==> src/dio_consts.svh <==
// register offsets, reset values and field constants for the dual port block
`ifndef DIO_CONSTS_SVH
`define DIO_CONSTS_SVH
`define DIO_ADDR_W          20
`define DIO_OFF_TWO_DIR     20'hee001
`define DIO_OFF_TWO_PULLUP  20'hee03c
`define DIO_OFF_TWO_LATCH   20'hfffd1
`define DIO_OFF_EIGHT_DIR   20'hee007
`define DIO_OFF_EIGHT_LATCH 20'hfffd7
`define DIO_RST_TWO_DIR_EXP 8'hff
`define DIO_RST_TWO_DIR_SC  8'h00
`define DIO_RST_TWO_LATCH   8'h00
`define DIO_RST_TWO_PULLUP  8'h00
`define DIO_RST_EIGHT_DIR_EXP 8'hf0
`define DIO_RST_EIGHT_DIR_SC  8'he0
`define DIO_RST_EIGHT_LATCH 8'he0
`define DIO_EIGHT_RSV_MASK  8'he0
`define DIO_ALL_ONES        8'hff
`define DIO_MODE_W          3
`endif

==> src/dio_pkg.sv <==
// types for the dual port block
package dio_pkg;
  typedef enum logic [1:0] {
    DIO_GRP_EXP_NOROM,
    DIO_GRP_EXP_ROM,
    DIO_GRP_SINGLE,
    DIO_GRP_INVALID
  } dio_mode_grp_t;
endpackage

==> src/dio_port.sv <==
// two 8-bit general purpose ports with mode dependent direction handling
//
// Local design decision: the plain strobed port.
`timescale 1ns/1ns
`include "dio_consts.svh"
module dio_port
  import dio_pkg::*;
(
  // clock and reset
  input  wire logic                   i_clk,
  input  wire logic                   i_arst_n,
  // operating mode and standby
  input  wire logic [`DIO_MODE_W-1:0] i_mode,
  input  wire logic                   i_hw_standby,
  input  wire logic                   i_sw_standby,
  // register port
  input  wire logic [`DIO_ADDR_W-1:0] i_addr,
  input  wire logic [7:0]             i_wdata,
  input  wire logic                   i_wr,
  input  wire logic                   i_rd,
  output logic      [7:0]             o_rdata,
  // first port pins
  input  wire logic [7:0]             i_two_pin,
  output logic      [7:0]             o_two_pin,
  output logic      [7:0]             o_two_oe,
  output logic      [7:0]             o_two_addr_sel,
  output logic      [7:0]             o_two_pullup,
  input  wire logic [7:0]             i_addr_bus,
  // second port pins
  input  wire logic [7:0]             i_eight_pin,
  output logic      [7:0]             o_eight_pin,
  output logic      [7:0]             o_eight_oe
);
  ////////////////////////////////////////////////////////////////////////////
  // reset synchroniser
  logic rst_meta_q;
  logic rst_n_q;
  always_ff @(posedge i_clk or negedge i_arst_n) begin
    if (!i_arst_n) begin
      rst_meta_q <= 1'b0;
      rst_n_q    <= 1'b0;
    end else begin
      rst_meta_q <= 1'b1;
      rst_n_q    <= rst_meta_q;
    end
  end

  ////////////////////////////////////////////////////////////////////////////
  // mode decode
  dio_mode_grp_t grp;
  always_comb begin
    case (i_mode)
      3'd1, 3'd2, 3'd3, 3'd4: grp = DIO_GRP_EXP_NOROM;
      3'd5:                   grp = DIO_GRP_EXP_ROM;
      3'd6, 3'd7:             grp = DIO_GRP_SINGLE;
      default:                grp = DIO_GRP_INVALID;
    endcase
  end
  logic exp_norom;
  assign exp_norom = (grp == DIO_GRP_EXP_NOROM);

  // hardware standby acts like reset; reset values follow the mode
  logic rst_pend_q;
  logic init;
  assign init = i_hw_standby || !rst_pend_q;
  always_ff @(posedge i_clk or negedge i_arst_n) begin
    if (!i_arst_n) begin
      rst_pend_q <= 1'b0;
    end else begin
      rst_pend_q <= rst_n_q;
    end
  end

  ////////////////////////////////////////////////////////////////////////////
  // write decode
  logic wr_two_dir;
  logic wr_two_latch;
  logic wr_two_pullup;
  logic wr_eight_dir;
  logic wr_eight_latch;
  assign wr_two_dir     = i_wr && (i_addr == `DIO_OFF_TWO_DIR);
  assign wr_two_latch   = i_wr && (i_addr == `DIO_OFF_TWO_LATCH);
  assign wr_two_pullup  = i_wr && (i_addr == `DIO_OFF_TWO_PULLUP);
  assign wr_eight_dir   = i_wr && (i_addr == `DIO_OFF_EIGHT_DIR);
  assign wr_eight_latch = i_wr && (i_addr == `DIO_OFF_EIGHT_LATCH);

  ////////////////////////////////////////////////////////////////////////////
  // first port registers
  logic [7:0] two_dir_q;
  always_ff @(posedge i_clk or negedge i_arst_n) begin
    if (!i_arst_n) begin
      two_dir_q <= `DIO_RST_TWO_DIR_SC;
    end else if (init) begin
      two_dir_q <= exp_norom ? `DIO_RST_TWO_DIR_EXP : `DIO_RST_TWO_DIR_SC;
    end else if (exp_norom) begin
      two_dir_q <= `DIO_ALL_ONES;
    end else if (wr_two_dir) begin
      two_dir_q <= i_wdata;
    end
  end

  logic [7:0] two_latch_q;
  always_ff @(posedge i_clk or negedge i_arst_n) begin
    if (!i_arst_n) begin
      two_latch_q <= `DIO_RST_TWO_LATCH;
    end else if (init) begin
      two_latch_q <= `DIO_RST_TWO_LATCH;
    end else if (wr_two_latch) begin
      two_latch_q <= i_wdata;
    end
  end

  logic [7:0] two_pullup_q;
  always_ff @(posedge i_clk or negedge i_arst_n) begin
    if (!i_arst_n) begin
      two_pullup_q <= `DIO_RST_TWO_PULLUP;
    end else if (init) begin
      two_pullup_q <= `DIO_RST_TWO_PULLUP;
    end else if (wr_two_pullup) begin
      two_pullup_q <= i_wdata;
    end
  end

  ////////////////////////////////////////////////////////////////////////////
  // second port registers; software standby simply leaves them alone
  logic [7:0] eight_dir_q;
  always_ff @(posedge i_clk or negedge i_arst_n) begin
    if (!i_arst_n) begin
      eight_dir_q <= `DIO_RST_EIGHT_DIR_SC;
    end else if (init) begin
      eight_dir_q <= exp_norom ? `DIO_RST_EIGHT_DIR_EXP : `DIO_RST_EIGHT_DIR_SC;
    end else if (wr_eight_dir && !i_sw_standby) begin
      eight_dir_q <= i_wdata;
    end
  end

  logic [7:0] eight_latch_q;
  always_ff @(posedge i_clk or negedge i_arst_n) begin
    if (!i_arst_n) begin
      eight_latch_q <= `DIO_RST_EIGHT_LATCH;
    end else if (init) begin
      eight_latch_q <= `DIO_RST_EIGHT_LATCH;
    end else if (wr_eight_latch && !i_sw_standby) begin
      eight_latch_q <= (i_wdata & ~`DIO_EIGHT_RSV_MASK) | `DIO_EIGHT_RSV_MASK;
    end
  end

  ////////////////////////////////////////////////////////////////////////////
  // pin drive
  logic [7:0] two_addr_sel;
  logic [7:0] two_gp_oe;
  always_comb begin
    case (grp)
      DIO_GRP_EXP_NOROM: begin
        two_addr_sel = `DIO_ALL_ONES;
        two_gp_oe    = 8'h00;
      end
      DIO_GRP_EXP_ROM: begin
        two_addr_sel = two_dir_q;
        two_gp_oe    = 8'h00;
      end
      DIO_GRP_SINGLE: begin
        two_addr_sel = 8'h00;
        two_gp_oe    = two_dir_q;
      end
      default: begin
        two_addr_sel = 8'h00;
        two_gp_oe    = 8'h00;
      end
    endcase
  end

  assign o_two_addr_sel = two_addr_sel;
  assign o_two_oe       = two_addr_sel | two_gp_oe;
  assign o_two_pin      = (two_addr_sel & i_addr_bus) | (~two_addr_sel & two_latch_q);
  assign o_two_pullup   = two_pullup_q;
  assign o_eight_oe     = (grp == DIO_GRP_SINGLE) ? eight_dir_q : 8'h00;
  assign o_eight_pin    = eight_latch_q;

  ////////////////////////////////////////////////////////////////////////////
  // read path, one cycle latency
  logic [7:0] rdata_d;
  logic [7:0] rdata_q;
  always_comb begin
    rdata_d = 8'h00;
    if (i_rd) begin
      case (i_addr)
        `DIO_OFF_TWO_DIR:     rdata_d = `DIO_ALL_ONES;
        `DIO_OFF_TWO_LATCH:   rdata_d = two_latch_q;
        `DIO_OFF_TWO_PULLUP:  rdata_d = two_pullup_q;
        `DIO_OFF_EIGHT_DIR:   rdata_d = `DIO_ALL_ONES;
        `DIO_OFF_EIGHT_LATCH: rdata_d = ((eight_dir_q & eight_latch_q)
                                        | (~eight_dir_q & i_eight_pin))
                                        | `DIO_EIGHT_RSV_MASK;
        default:              rdata_d = 8'h00;
      endcase
    end
  end

  always_ff @(posedge i_clk or negedge i_arst_n) begin
    if (!i_arst_n) begin
      rdata_q <= 8'h00;
    end else begin
      rdata_q <= rdata_d;
    end
  end
  assign o_rdata = rdata_q;

  ////////////////////////////////////////////////////////////////////////////
  // assertions
  a_two_dir_forced: assert property (@(posedge i_clk) disable iff (!rst_n_q)
    exp_norom && !init |=> two_dir_q == `DIO_ALL_ONES)
    else $error("first direction not forced to ones");
  a_two_dir_read: assert property (@(posedge i_clk) disable iff (!rst_n_q)
    i_rd && i_addr == `DIO_OFF_TWO_DIR |=> o_rdata == `DIO_ALL_ONES)
    else $error("first direction read not all ones");
  a_eight_dir_read: assert property (@(posedge i_clk) disable iff (!rst_n_q)
    i_rd && i_addr == `DIO_OFF_EIGHT_DIR |=> o_rdata == `DIO_ALL_ONES)
    else $error("second direction read not all ones");
  a_eight_rsv_ones: assert property (@(posedge i_clk) disable iff (!rst_n_q)
    (eight_latch_q & `DIO_EIGHT_RSV_MASK) == `DIO_EIGHT_RSV_MASK)
    else $error("second latch reserved bits not one");
  a_eight_read_mix: assert property (@(posedge i_clk) disable iff (!rst_n_q)
    i_rd && i_addr == `DIO_OFF_EIGHT_LATCH && !init |=> (o_rdata & $past(eight_dir_q))
      == ($past(eight_latch_q) & $past(eight_dir_q)))
    else $error("second read ignores latch for outputs");
  a_two_latch_wr: assert property (@(posedge i_clk) disable iff (!rst_n_q)
    wr_two_latch && !init |=> two_latch_q == $past(i_wdata))
    else $error("first latch write lost");
  a_pullup_wr: assert property (@(posedge i_clk) disable iff (!rst_n_q)
    wr_two_pullup && !init |=> o_two_pullup == $past(i_wdata))
    else $error("pull-up write lost");
  a_eight_standby: assert property (@(posedge i_clk) disable iff (!rst_n_q)
    i_sw_standby && !i_hw_standby && rst_pend_q |=> $stable(eight_dir_q)
      && $stable(eight_latch_q))
    else $error("second port changed in software standby");
  a_single_oe: assert property (@(posedge i_clk) disable iff (!rst_n_q)
    grp == DIO_GRP_SINGLE |-> o_two_oe == two_dir_q && o_eight_oe == eight_dir_q)
    else $error("single chip output enable mismatch");
  a_mode5_addr: assert property (@(posedge i_clk) disable iff (!rst_n_q)
    grp == DIO_GRP_EXP_ROM |-> o_two_addr_sel == two_dir_q)
    else $error("mode five address select mismatch");

  ////////////////////////////////////////////////////////////////////////////
  // first port direction checks
  a_two_dir_init: assert property (@(posedge i_clk) disable iff (!rst_n_q)
    init && exp_norom |=> two_dir_q == `DIO_RST_TWO_DIR_EXP)
    else $error("first direction init value wrong in modes one to four");
  a_two_dir_init_sc: assert property (@(posedge i_clk) disable iff (!rst_n_q)
    init && !exp_norom |=> two_dir_q == `DIO_RST_TWO_DIR_SC)
    else $error("first direction init value wrong in modes five to seven");
  a_two_dir_write: assert property (@(posedge i_clk) disable iff (!rst_n_q)
    wr_two_dir && !init && !exp_norom |=> two_dir_q == $past(i_wdata))
    else $error("first direction write lost");
  a_two_dir_keep: assert property (@(posedge i_clk) disable iff (!rst_n_q)
    wr_two_dir && !init && exp_norom |=> two_dir_q == `DIO_ALL_ONES)
    else $error("first direction write not ignored");
  a_two_dir_read_exp: assert property (@(posedge i_clk) disable iff (!rst_n_q)
    i_rd && i_addr == `DIO_OFF_TWO_DIR && exp_norom |=> o_rdata == `DIO_ALL_ONES)
    else $error("first direction read not ones in modes one to four");
  a_two_dir_read_sc: assert property (@(posedge i_clk) disable iff (!rst_n_q)
    i_rd && i_addr == `DIO_OFF_TWO_DIR && !exp_norom |=> o_rdata == `DIO_ALL_ONES)
    else $error("first direction read not ones in modes five to seven");

  ////////////////////////////////////////////////////////////////////////////
  // first port pin checks
  a_two_oe_exp: assert property (@(posedge i_clk) disable iff (!rst_n_q)
    grp == DIO_GRP_EXP_NOROM |-> o_two_oe == `DIO_ALL_ONES && o_two_addr_sel == `DIO_ALL_ONES)
    else $error("first port not all address outputs");
  a_two_addr_out: assert property (@(posedge i_clk) disable iff (!rst_n_q)
    exp_norom |-> o_two_pin == i_addr_bus)
    else $error("first port does not carry address");
  a_mode5_oe: assert property (@(posedge i_clk) disable iff (!rst_n_q)
    grp == DIO_GRP_EXP_ROM |-> o_two_oe == two_dir_q)
    else $error("mode five output enable mismatch");
  a_mode5_pin: assert property (@(posedge i_clk) disable iff (!rst_n_q)
    grp == DIO_GRP_EXP_ROM |-> (o_two_pin & two_dir_q) == (i_addr_bus & two_dir_q))
    else $error("mode five address pins not driven from address");
  a_two_gp_pin: assert property (@(posedge i_clk) disable iff (!rst_n_q)
    grp == DIO_GRP_SINGLE |-> o_two_pin == two_latch_q)
    else $error("first port output not from latch");
  a_two_sel_single: assert property (@(posedge i_clk) disable iff (!rst_n_q)
    grp == DIO_GRP_SINGLE |-> o_two_addr_sel == 8'h00)
    else $error("single chip first port carries address");

  ////////////////////////////////////////////////////////////////////////////
  // first port data and pull-up checks
  a_two_latch_init: assert property (@(posedge i_clk) disable iff (!rst_n_q)
    init |=> two_latch_q == `DIO_RST_TWO_LATCH)
    else $error("first latch init value wrong");
  a_two_latch_hold: assert property (@(posedge i_clk) disable iff (!rst_n_q)
    !wr_two_latch && !init |=> $stable(two_latch_q))
    else $error("first latch changed without write");
  a_two_latch_read: assert property (@(posedge i_clk) disable iff (!rst_n_q)
    i_rd && i_addr == `DIO_OFF_TWO_LATCH |=> o_rdata == $past(two_latch_q))
    else $error("first latch read mismatch");
  a_pullup_init: assert property (@(posedge i_clk) disable iff (!rst_n_q)
    init |=> o_two_pullup == `DIO_RST_TWO_PULLUP)
    else $error("pull-up init value wrong");
  a_pullup_hold: assert property (@(posedge i_clk) disable iff (!rst_n_q)
    !wr_two_pullup && !init |=> $stable(two_pullup_q))
    else $error("pull-up changed without write");
  a_pullup_read: assert property (@(posedge i_clk) disable iff (!rst_n_q)
    i_rd && i_addr == `DIO_OFF_TWO_PULLUP |=> o_rdata == $past(two_pullup_q))
    else $error("pull-up read mismatch");

  ////////////////////////////////////////////////////////////////////////////
  // second port checks
  a_eight_oe_single: assert property (@(posedge i_clk) disable iff (!rst_n_q)
    grp == DIO_GRP_SINGLE |-> o_eight_oe == eight_dir_q)
    else $error("second port enable not from direction");
  a_eight_oe_other: assert property (@(posedge i_clk) disable iff (!rst_n_q)
    grp != DIO_GRP_SINGLE |-> o_eight_oe == 8'h00)
    else $error("second port drives outside single chip mode");
  a_eight_dir_init: assert property (@(posedge i_clk) disable iff (!rst_n_q)
    init && exp_norom |=> eight_dir_q == `DIO_RST_EIGHT_DIR_EXP)
    else $error("second direction init wrong in modes one to four");
  a_eight_dir_init_sc: assert property (@(posedge i_clk) disable iff (!rst_n_q)
    init && !exp_norom |=> eight_dir_q == `DIO_RST_EIGHT_DIR_SC)
    else $error("second direction init wrong in modes five to seven");
  a_eight_dir_write: assert property (@(posedge i_clk) disable iff (!rst_n_q)
    wr_eight_dir && !i_sw_standby && !init |=> eight_dir_q == $past(i_wdata))
    else $error("second direction write lost");
  a_eight_dir_hold: assert property (@(posedge i_clk) disable iff (!rst_n_q)
    !wr_eight_dir && !init |=> $stable(eight_dir_q))
    else $error("second direction changed without write");
  a_eight_latch_write: assert property (@(posedge i_clk) disable iff (!rst_n_q)
    wr_eight_latch && !i_sw_standby && !init
      |=> eight_latch_q == ($past(i_wdata) | `DIO_EIGHT_RSV_MASK))
    else $error("second latch write lost");
  a_eight_latch_init: assert property (@(posedge i_clk) disable iff (!rst_n_q)
    init |=> eight_latch_q == `DIO_RST_EIGHT_LATCH)
    else $error("second latch init value wrong");
  a_eight_latch_hold: assert property (@(posedge i_clk) disable iff (!rst_n_q)
    !wr_eight_latch && !init |=> $stable(eight_latch_q))
    else $error("second latch changed without write");
  a_eight_sw_write: assert property (@(posedge i_clk) disable iff (!rst_n_q)
    i_sw_standby && wr_eight_latch && !init |=> $stable(eight_latch_q))
    else $error("second latch written in software standby");
  a_eight_read_pins: assert property (@(posedge i_clk) disable iff (!rst_n_q)
    i_rd && i_addr == `DIO_OFF_EIGHT_LATCH
      |=> (o_rdata & ~$past(eight_dir_q) & ~`DIO_EIGHT_RSV_MASK)
        == ($past(i_eight_pin) & ~$past(eight_dir_q) & ~`DIO_EIGHT_RSV_MASK))
    else $error("second read ignores pins for inputs");
  a_eight_read_rsv: assert property (@(posedge i_clk) disable iff (!rst_n_q)
    i_rd && i_addr == `DIO_OFF_EIGHT_LATCH
      |=> (o_rdata & `DIO_EIGHT_RSV_MASK) == `DIO_EIGHT_RSV_MASK)
    else $error("second read reserved bits not one");
  c_two_write: cover property (@(posedge i_clk) disable iff (!rst_n_q) wr_two_latch);
  c_eight_read: cover property (@(posedge i_clk) disable iff (!rst_n_q)
    i_rd && i_addr == `DIO_OFF_EIGHT_LATCH);
  c_sw_standby: cover property (@(posedge i_clk) disable iff (!rst_n_q)
    i_sw_standby && wr_eight_dir);
  c_hw_standby: cover property (@(posedge i_clk) disable iff (!rst_n_q) i_hw_standby);
endmodule

==> config.mk <==
export PLATFORM = sky130hd
export DESIGN_NAME = dio_port
export DESIGN_NICKNAME = d
export VERILOG_FILES = /design/src/dio_pkg.sv /design/src/dio_port.sv
export VERILOG_INCLUDE_DIRS = /design/src
export SDC_FILE = /design/constraint.sdc
export NUM_CORES = 1
export LEC_CHECK = 0
export BUFFER_PORTS_ARGS = -buffer_cell sky130_fd_sc_hd__buf_2
export CORE_ASPECT_RATIO = 0.6
export CORE_MARGIN = 2
export CORE_UTILIZATION = 50
export CTS_BUF_LIST = sky130_fd_sc_hd__clkbuf_2
export DETAILED_ROUTE_END_ITERATION = 10
export GPL_ROUTABILITY_DRIVEN = 0
export PLACE_DENSITY = 0.83
export REMOVE_ABC_BUFFERS = 1
export SLEW_MARGIN = 25
export SYNTH_ARGS = -nofsm -noshare
export SYNTH_HDL_FRONTEND = slang
export SYNTH_SLANG_ARGS = --single-unit
==> constraint.sdc <==
create_clock -name i_clk -period 1.6 [get_ports i_clk]
set_input_delay 0.08 -clock i_clk [delete_from_list [all_inputs] [get_ports i_clk]]
set_output_delay 0.08 -clock i_clk [all_outputs]
set_load 0.01 [all_outputs]
# Word level (Yosys, flattened, before mapping)
# Cells that the tools add are included.
# word_totals
ff_bits	51
word_cells	70
inputBits	61
# op_classes
n_reduce_logical	19
n_eq_ne	14
bitwise_logic	9
n_mux	19
# ops
cell	count
$mux 8	15
$eq 20x20->1 const B	5
$pmux 8 s4	1
$and 8x8->8	2
$or 8x8->8	2
$pmux 8 s2	1
$eq 3x3->1 const B	4
$and 5x5->5	2
$not 8->8	1
$reduce_bool 2->1	4
$logic_and 1x1->1	7
$eq 3x2->1 const B	2
$pmux 2 s3	1
$mux 5	1
$not 5->5	1
$or 5x5->5	1
$reduce_or 2->1	2
$reduce_or 4->1	1
$eq 3x1->1 const B	1
$reduce_bool 3->1	1
$eq 2x1->1 const B	1
$eq 2x2->1 const B	1
$logic_not 1->1	2
$logic_not 2->1	1
$logic_or 1x1->1	1

# Longest topological paths before layout
# Gate-level depths: netlist (run 1).
# depth
ltp_word	8
mapped_depth	7
depth_no_buf	5

# Least setup slack after synthesis (run 1)
# No wires, ideal clock.
# synth_timing
path_type	input-to-reg
from	in i_addr[7]
to	reg eight_dir_q[4]
cell_stages	5
setup_slack_ns	0.032
required_ns	1.474
n_path_buf	0
t_arrival_ns	1.442
cell_sequence	nor4_4 nand4_2 nor4_4 mux2i_1 o21ai_2
# synth_via
elab_chain_cells	4
# synth_lines
item	line_no	rtl
start, declared	dio_port.sv:17	input wire logic [`DIO_ADDR_W-1:0] i_addr,
$eq 20x20->1	--	
$logic_and 1x1->1	dio_port.sv:84	assign wr_eight_dir = i_wr && (i_addr == `DIO_OFF_EIGHT_DIR);
$logic_and 1x1->1	dio_port.sv:132	end else if (wr_eight_dir && !i_sw_standby) begin
$reduce_bool 2->1 (no source line)	--	
end signal, assigned	dio_port.sv:129	eight_dir_q <= `DIO_RST_EIGHT_DIR_SC;
end signal, assigned	dio_port.sv:131	eight_dir_q <= exp_norom ? `DIO_RST_EIGHT_DIR_EXP : `DIO_RST_EIGHT_DIR_SC;
end signal, assigned	dio_port.sv:133	eight_dir_q <= i_wdata;
end, declared	dio_port.sv:126	logic [7:0] eight_dir_q;
# Every way passes these cells.
# A chain may end at the register's enable or synchronous reset.

# Final worst setup path (run 1)
# layout_timing
from	reg two_dir_q[5]
to	out o_two_pin[5]
# layout_via
elab_chain_cells	4
# layout_lines
item	line_no	rtl
start, declared	dio_port.sv:89	logic [7:0] two_dir_q;
start signal, assigned	dio_port.sv:92	two_dir_q <= `DIO_RST_TWO_DIR_SC;
start signal, assigned	dio_port.sv:94	two_dir_q <= exp_norom ? `DIO_RST_TWO_DIR_EXP : `DIO_RST_TWO_DIR_SC;
start signal, assigned	dio_port.sv:96	two_dir_q <= `DIO_ALL_ONES;
$pmux 8 s2 *	dio_port.sv:153	case (grp)
$not 8->8	dio_port.sv:175	assign o_two_pin = (two_addr_sel & i_addr_bus) | (~two_addr_sel & two_latch_q);
$and 8x8->8	dio_port.sv:175	
$or 8x8->8 *	dio_port.sv:175	
end, declared	dio_port.sv:24	output logic [7:0] o_two_pin,
# Mark *: on every way between the ends. The rest lies on a longest branch, timed or not.

==> metrics, run 1 <==
Yosys top cell area share=0.406; synthesis-stage register bit count=48; mapped cell area=around 0.0028 mm2; CTS Buf Count=5; die area=between 0.006 and 0.007 mm2; drt pass-1 iters=5; Final Instance Area=0.00395 mm2; clk_skew=about 0.012 ns; # H-tree levels=2; area occupied by multi-input gates=0.00149 mm2; largest net degree at the start of global routing=49; Yosys top cell by area=dfrtp_1; Post-Route WL=8.46 mm; Post-Synth XOR/XNOR Area=0; initial drt markers=211; Worst EP arrival=roughly 1.6 ns; total track usage=0.276; Slew @ Worst Pin=between 0.6 and 0.7 ns; CP Capture Type=output pin; Ant. Diodes=0; fillcell total=363; nets=about 490; most common cell after layout, fill and taps aside=buf_2; Crit path required time=1.52 ns; Syn Area/Cell=9.51 um2; Clock Root Buffer=clkbuf_2; Synth-to-Final Area Change=42.2%; Final min period=1.72 ns; post-synthesis compound-gate area fraction=0.114; Final Hold Viols=0; leakage power figure=1.92 nW; PwrDens=598 mW/mm2; Hold Path Class=in2reg; # IOs=117; Final setup viols=10; RSZ-0062 raised after global routing=yes; Tot Pwr=0.00236 W; chip width=roughly 100 um; DR WL/cell=about 17 um; final global-route overflow total=0; cells along the critical path=nor2b_1 > o21ai_1 > nand2_1 > mux2_4 > buf_6; Synth cell types=37; crit path max-delay cell type=dfrtp_1; first-pass GRT wire length=13.0 mm; main area contributors after synthesis=dfrtp_1, mux2i_1, nand2_1; Final Max Slew Viols=0; Initial Utilization=0.533; adder-cell share of the synthesized area=0; CP max stage delay=0.44 ns; Buffers on Ports=102; Critical Path Source Type=flip-flop; max-cap check violation count=0; Gate Count Post-Synth=292; Yosys warning total=0; pre-CTS setup slack=-0.173 ns; PnR worst setup slack=-0.119 ns; placed inst area=approximately 0.0035 mm2; area occupied by registers=0.00120 mm2; Vias/cell=5.72; row cnt=20; hold_ws=0.100 ns; ratio of cells with drive above 1 in the final layout=0.433; antenna viol nets, final=0; period utilisation layout=1.07; DR vias=approximately 2900; most frequent cells in the layout=buf_2, dfrtp_1, nand2_1, a21oi_1, buf_4; VDD IR-drop max=roughly 0.32 mV; area of the core=roughly 0.0052 mm2; initial antenna violation count=0; detailed-placement wirelength estimate=5.97 mm; fmax=a little under 600 MHz; Rel. slew slack=0.597; clk_lat worst skew=~0.4 ns; DRC Markers=0; crit path max fanout=2; Sink Count=48; DIE HEIGHT=~62 um; crit path kind=reg2out; largest family of logic cells by synthesized area=simple AND/OR/NAND/NOR gates; failing checks=negative setup slack; CTS Buffer Depth=2; mux contribution to synthesized area=0.128; vias in the first global route=between 2000 and 3000; sequential area share after synthesis=0.434; Worst-path clk slew=approximately 0.24 ns; status=finished, violations left; post-synthesis simple-gate area fraction=0.261; Finished Core Util=0.759; CTS tree=done
## critical path: cells and delay by family (launching register included)
family | cells | cell delay [ns]
DFF | 1 | 0.44
muxes | 1 | 0.32
and+or+nand+nor | 2 | 0.27
buffers and inverters | 1 | 0.12
AOI/OAI and AO/OA | 1 | 0.07
## layout make-up
class / instances / area share
clock inverter: 1 / 0.000951
clock buffer: 7 / 0.00887
inverter: 11 / 0.0105
tap: 66 / 0.0209
multi-input combinational: 216 / 0.376
timing repair buffer: 151 / 0.277
sequential: 48 / 0.305
## registers in the layout (all words and copies together), names as in the netlist
| signal | cells |
|---|---|
| two_dir_q | 8 |
| eight_dir_q | 8 |
| o_rdata | 8 |
| rst_pend_q | 1 |
| two_latch_q | 8 |
| o_two_pullup | 8 |
| rst_n_q | 1 |
| rst_meta_q | 1 |
| o_eight_pin | 5 |
## through the flow
| step | instances | setup TNS [ns] |
|---|---|---|
| finish | 500 | -0.745 |
| global route | 500 | -2.17 |
| CTS | 500 | -0.713 |
| detailed placement | 466 | -1.45 |
| global placement | 466 | -0.602 |
| floorplan | 275 | -0.311 |
## cell usage after synthesis, drive strengths merged
library cell	number
dfrtp	45
nor4	6
nand4b	2
nor2b	10
and3	9
dlygate4sd3	1
nand4	9
a32oi	3
dfstp	3
nand3	19
mux2	13
nor4b	1
a22oi	5
inv	11
a21oi	30
conb	1
buf	7
nand2b	1
or3	1
mux2i	21
and4b	2
or4b	1
nor2	11
nor3	1
o41ai	1
o21ai	18
nand2	45
clkbuf	12
or4	1
and2	2
## power by group
| group | internal, W | total, W | switching (W) |
|---|---|---|---|
| Clock | 0.000117 | 0.000492 | 0.000376 |
| Sequential | 0.00124 | 0.00126 | 0.0000167 |
| Combinational | 0.000307 | 0.000612 | 0.000305 |
## cell families after synthesis
family                 Yosys count
AND/OR/NAND/NOR                121
AO/OA/AOI/OAI                   57
flip-flops                      48
multiplexers                    34
buffers and inverters           31
other                            1
## what timing repair did
item	in CTS	in global routing
pin swaps	0	1
buffers inserted	15	3
hold buffers	11	0
endpoints found under the setup margin	8	22
hold endpoints to repair	73	0
gates resized for setup	20	43
## per-layer routing
metal | vias to the layer above | routed length [um] | track usage
met1 | 1388 | 3850 | 0.399
met3 | 11 | 699 | 0.0537
li1 | 1312 | - | -
met2 | 151 | 3840 | 0.444
met5 | - | 0 | 0
met4 | 0 | 74 | 0.0626
## final timing paths
path	depth (start not counted)	start	to	slack, ns
max in group asynchronous	3	i_arst_n	o_eight_pin[2]	0.94
worst max-delay path	5	two_dir_q[5]	o_two_pin[5]	-0.12
worst max register to register	4	rst_pend_q	eight_dir_q[4]	0.44
worst min-delay path	4	i_eight_pin[3]	o_rdata[3]	0.10
min in group asynchronous	3	i_arst_n	o_rdata[0]	0.25
worst min register to register	0	rst_n_q	rst_pend_q	0.38
Note: power is estimated with default switching activity, not from simulation.
==> run 2, diff against run 1 <==
==> constraint.sdc (replaced) <==
create_clock -name i_clk -period 1.65 [get_ports i_clk]
set_input_delay 0.0825 -clock i_clk [delete_from_list [all_inputs] [get_ports i_clk]]
set_output_delay 0.0825 -clock i_clk [all_outputs]
set_load 0.01 [all_outputs]
==> run 2 against run 1 <==
The flow still finishes with violations (negative setup slack). Final cell count grew 1.8%. Routed wire length grew 4.3%. Setup slack gained 0.012 ns. Clock power shrank 1%. Clock-buffer cell count shrank 2. First-iteration DRC count grew 38%. Largest cell class unchanged. Global-route usage grew 1.1 points. Critical endpoint is now o_two_pin[2]. Core utilization is essentially flat. Via count grew 2.3%. Clock skew grew 0.0085 ns. Hold slack lost 0.021 ns.
==> metrics, run 2 (same netlist as run 1, synthesis figures left out) <==
Sink Count=48 (unchanged); fmax=between 500 and 600 MHz; Vias/cell=5.75 (+0.50%); detailed-placement wirelength estimate=6.21 mm (+4.0%); most common cell after layout, fill and taps aside=buf_2; Final setup viols=12 (+2); CTS Buf Count=5 (unchanged); area occupied by multi-input gates=0.00145 mm2 (-2.2%); CTS tree=done; Slew @ Worst Pin=0.529 ns (-0.0746 ns); Logic pwr share=0.258 (about the same); Final Instance Area=0.00395 mm2 (about the same); row cnt=20 (unchanged); # IOs=117 (unchanged); max-cap check violation count=0 (unchanged); largest net degree at the start of global routing=29 (-41%); Initial Utilization=0.533 (unchanged); Ant. Diodes=0 (unchanged); nets=503 (+1.8%); most frequent cells in the layout=buf_2, dfrtp_1, nand2_1, buf_4, a21oi_1; Clock Root Buffer=clkbuf_2; Worst EP arrival=1.67 ns (+0.03 ns); fillcell total=361 (-0.55%); Critical Path Source Type=flip-flop; sequential fraction of design power=0.531 (about the same); leakage power figure=1.93 nW (+0.43%); Post-Route WL=8.83 mm (+4.3%); pre-CTS setup slack=-0.0755 ns (+0.0971 ns); Int Power=0.00160 W (-3.8%); CTS Buffer Depth=2 (unchanged); ratio of cells with drive above 1 in the final layout=0.427 (-0.00654); PwrDens=581 mW/mm2 (-2.8%); VDD IR-drop max=0.368 mV (+16%); clk_skew=0.0207 ns (+0.00852 ns); die area=0.00618 mm2 (unchanged); clk_lat worst skew=0.43 ns (+0.02 ns); Final Max Slew Viols=0 (unchanged); Met1 Wirelength=3.76 mm (-2.2%); area of the core=0.00520 mm2 (unchanged); placed inst area=0.00348 mm2 (+0.43%); Post-Layout Cell Count=509 (+1.8%); Switching Share=0.303 (+0.00744); Final Hold Viols=0 (unchanged); failing checks=negative setup slack; drt pass-1 iters=5 (unchanged); P_sw=0.000694 W (-0.35%); crit path max fanout=2 (unchanged); Rel. slew slack=0.647 (+0.0497); total track usage=0.288 (+0.0113); crit path kind=reg2out; Buffers on Ports=102 (unchanged); Worst-path clk slew=0.25 ns (about the same); Clk pwr share=0.211 (+0.002); WL met3=821 um (+17%); Post-Place Cells=468 (+0.43%); initial drt markers=291 (+38%); status=finished, violations left; DRC Markers=0 (unchanged); Finished Core Util=0.758 (about the same); area occupied by registers=0.00120 mm2 (unchanged); first-pass GRT wire length=13.5 mm (+4.6%); DIE HEIGHT=61.7 um (unchanged); Hold Path Class=in2reg; RSZ-0062 raised after global routing=yes; DR vias=2928 (+2.3%); top routing layer in use=met4; period utilisation layout=1.06; Final min period=1.76 ns; # H-tree levels=2 (unchanged); metal2 WL=4.09 mm (+6.6%); vias in the first global route=2768 (+5.0%); final global-route overflow total=0 (unchanged); chip width=100 um (unchanged); DR WL/cell=17.3 um (+2.5%); Synth-to-Final Area Change=42.2% (about the same); CP Capture Type=output pin; initial antenna violation count=0 (unchanged); PnR worst setup slack=-0.107 ns (+0.0125 ns); Crit path required time=1.57 ns (+0.05 ns); antenna viol nets, final=0 (unchanged)
run 2: cell count changes in the layout (fill, tap and decap cells not counted), moves of 4 or more:
cell	previous run	this run
buf_2	82	88
buf_4	28	38
buf_6	27	20
nand2_1	36	41
nand2_4	4	0
o21ai_0	8	12
o21ai_1	9	5
run 2: final cells by class:
class,instances,share of cell area
tap,66,0.0209
timing repair buffer,160,0.284
inverter,11,0.0105
clock buffer,5,0.00634
clock inverter,3,0.00475
sequential,48,0.305
multi-input combinational,216,0.368
run 2: timing repair:
item                                    4_1_cts  5_1_grt
pin swaps                                     1        1
endpoints found under the setup margin        9       21
hold endpoints to repair                     90        0
setup buffers                                12       10
resized for setup                            19       20
hold buffers                                 11        0
run 2: worst paths after layout:
kind                                start              to  slack [ns]  cells after the start
min in group asynchronous        i_arst_n  o_eight_pin[2]        0.12                      2
max                          two_dir_q[2]    o_two_pin[2]       -0.11                      5
max reg2reg                eight_dir_q[2]      o_rdata[2]        0.49                      3
min reg2reg                       rst_n_q      rst_pend_q        0.38                      0
min                        i_eight_pin[0]      o_rdata[0]        0.08                      4
max in group asynchronous        i_arst_n    two_dir_q[7]        0.99                      3
run 2: power by group through the flow:
stage	Sequential [W]	Clock, W	Combinational, W
finish	0.00122	0.000485	0.000592
global route	0.00122	0.000534	0.000638
CTS	0.00122	0.000489	0.000513
detailed placement	0.00124	0	0.000416
global placement	0.00124	0	0.000404
floorplan	0.00124	0	0.000172
run 2: per-stage QoR:
step	total power (W)	hold slack (ns)	setup TNS [ns]
after global routing	0.00239	0.0649	-2.21
after CTS	0.00222	0.0552	-0.424
final	0.00230	0.0792	-0.565
after detailed placement	0.00166	0.0904	-0.960
after global placement	0.00164	0.0824	-0.0149
after floorplan	0.00141	-0.213	0
run 2: layer usage:
| metal | vias up | track usage |
|---|---|---|
| met5 | - | 0 |
| met4 | 0 | 0.0959 |
| met3 | 22 | 0.0582 |
| met2 | 187 | 0.478 |
| met1 | 1394 | 0.390 |
| li1 | 1325 | - |
run 2: worst max-delay path, cell delays in order (launching register included):
cell	delay (ns)
dfrtp_1	0.45
nor2b_1	0.13
o21ai_1	0.07
nand2_1	0.14
mux2_4	0.32
buf_6	0.12
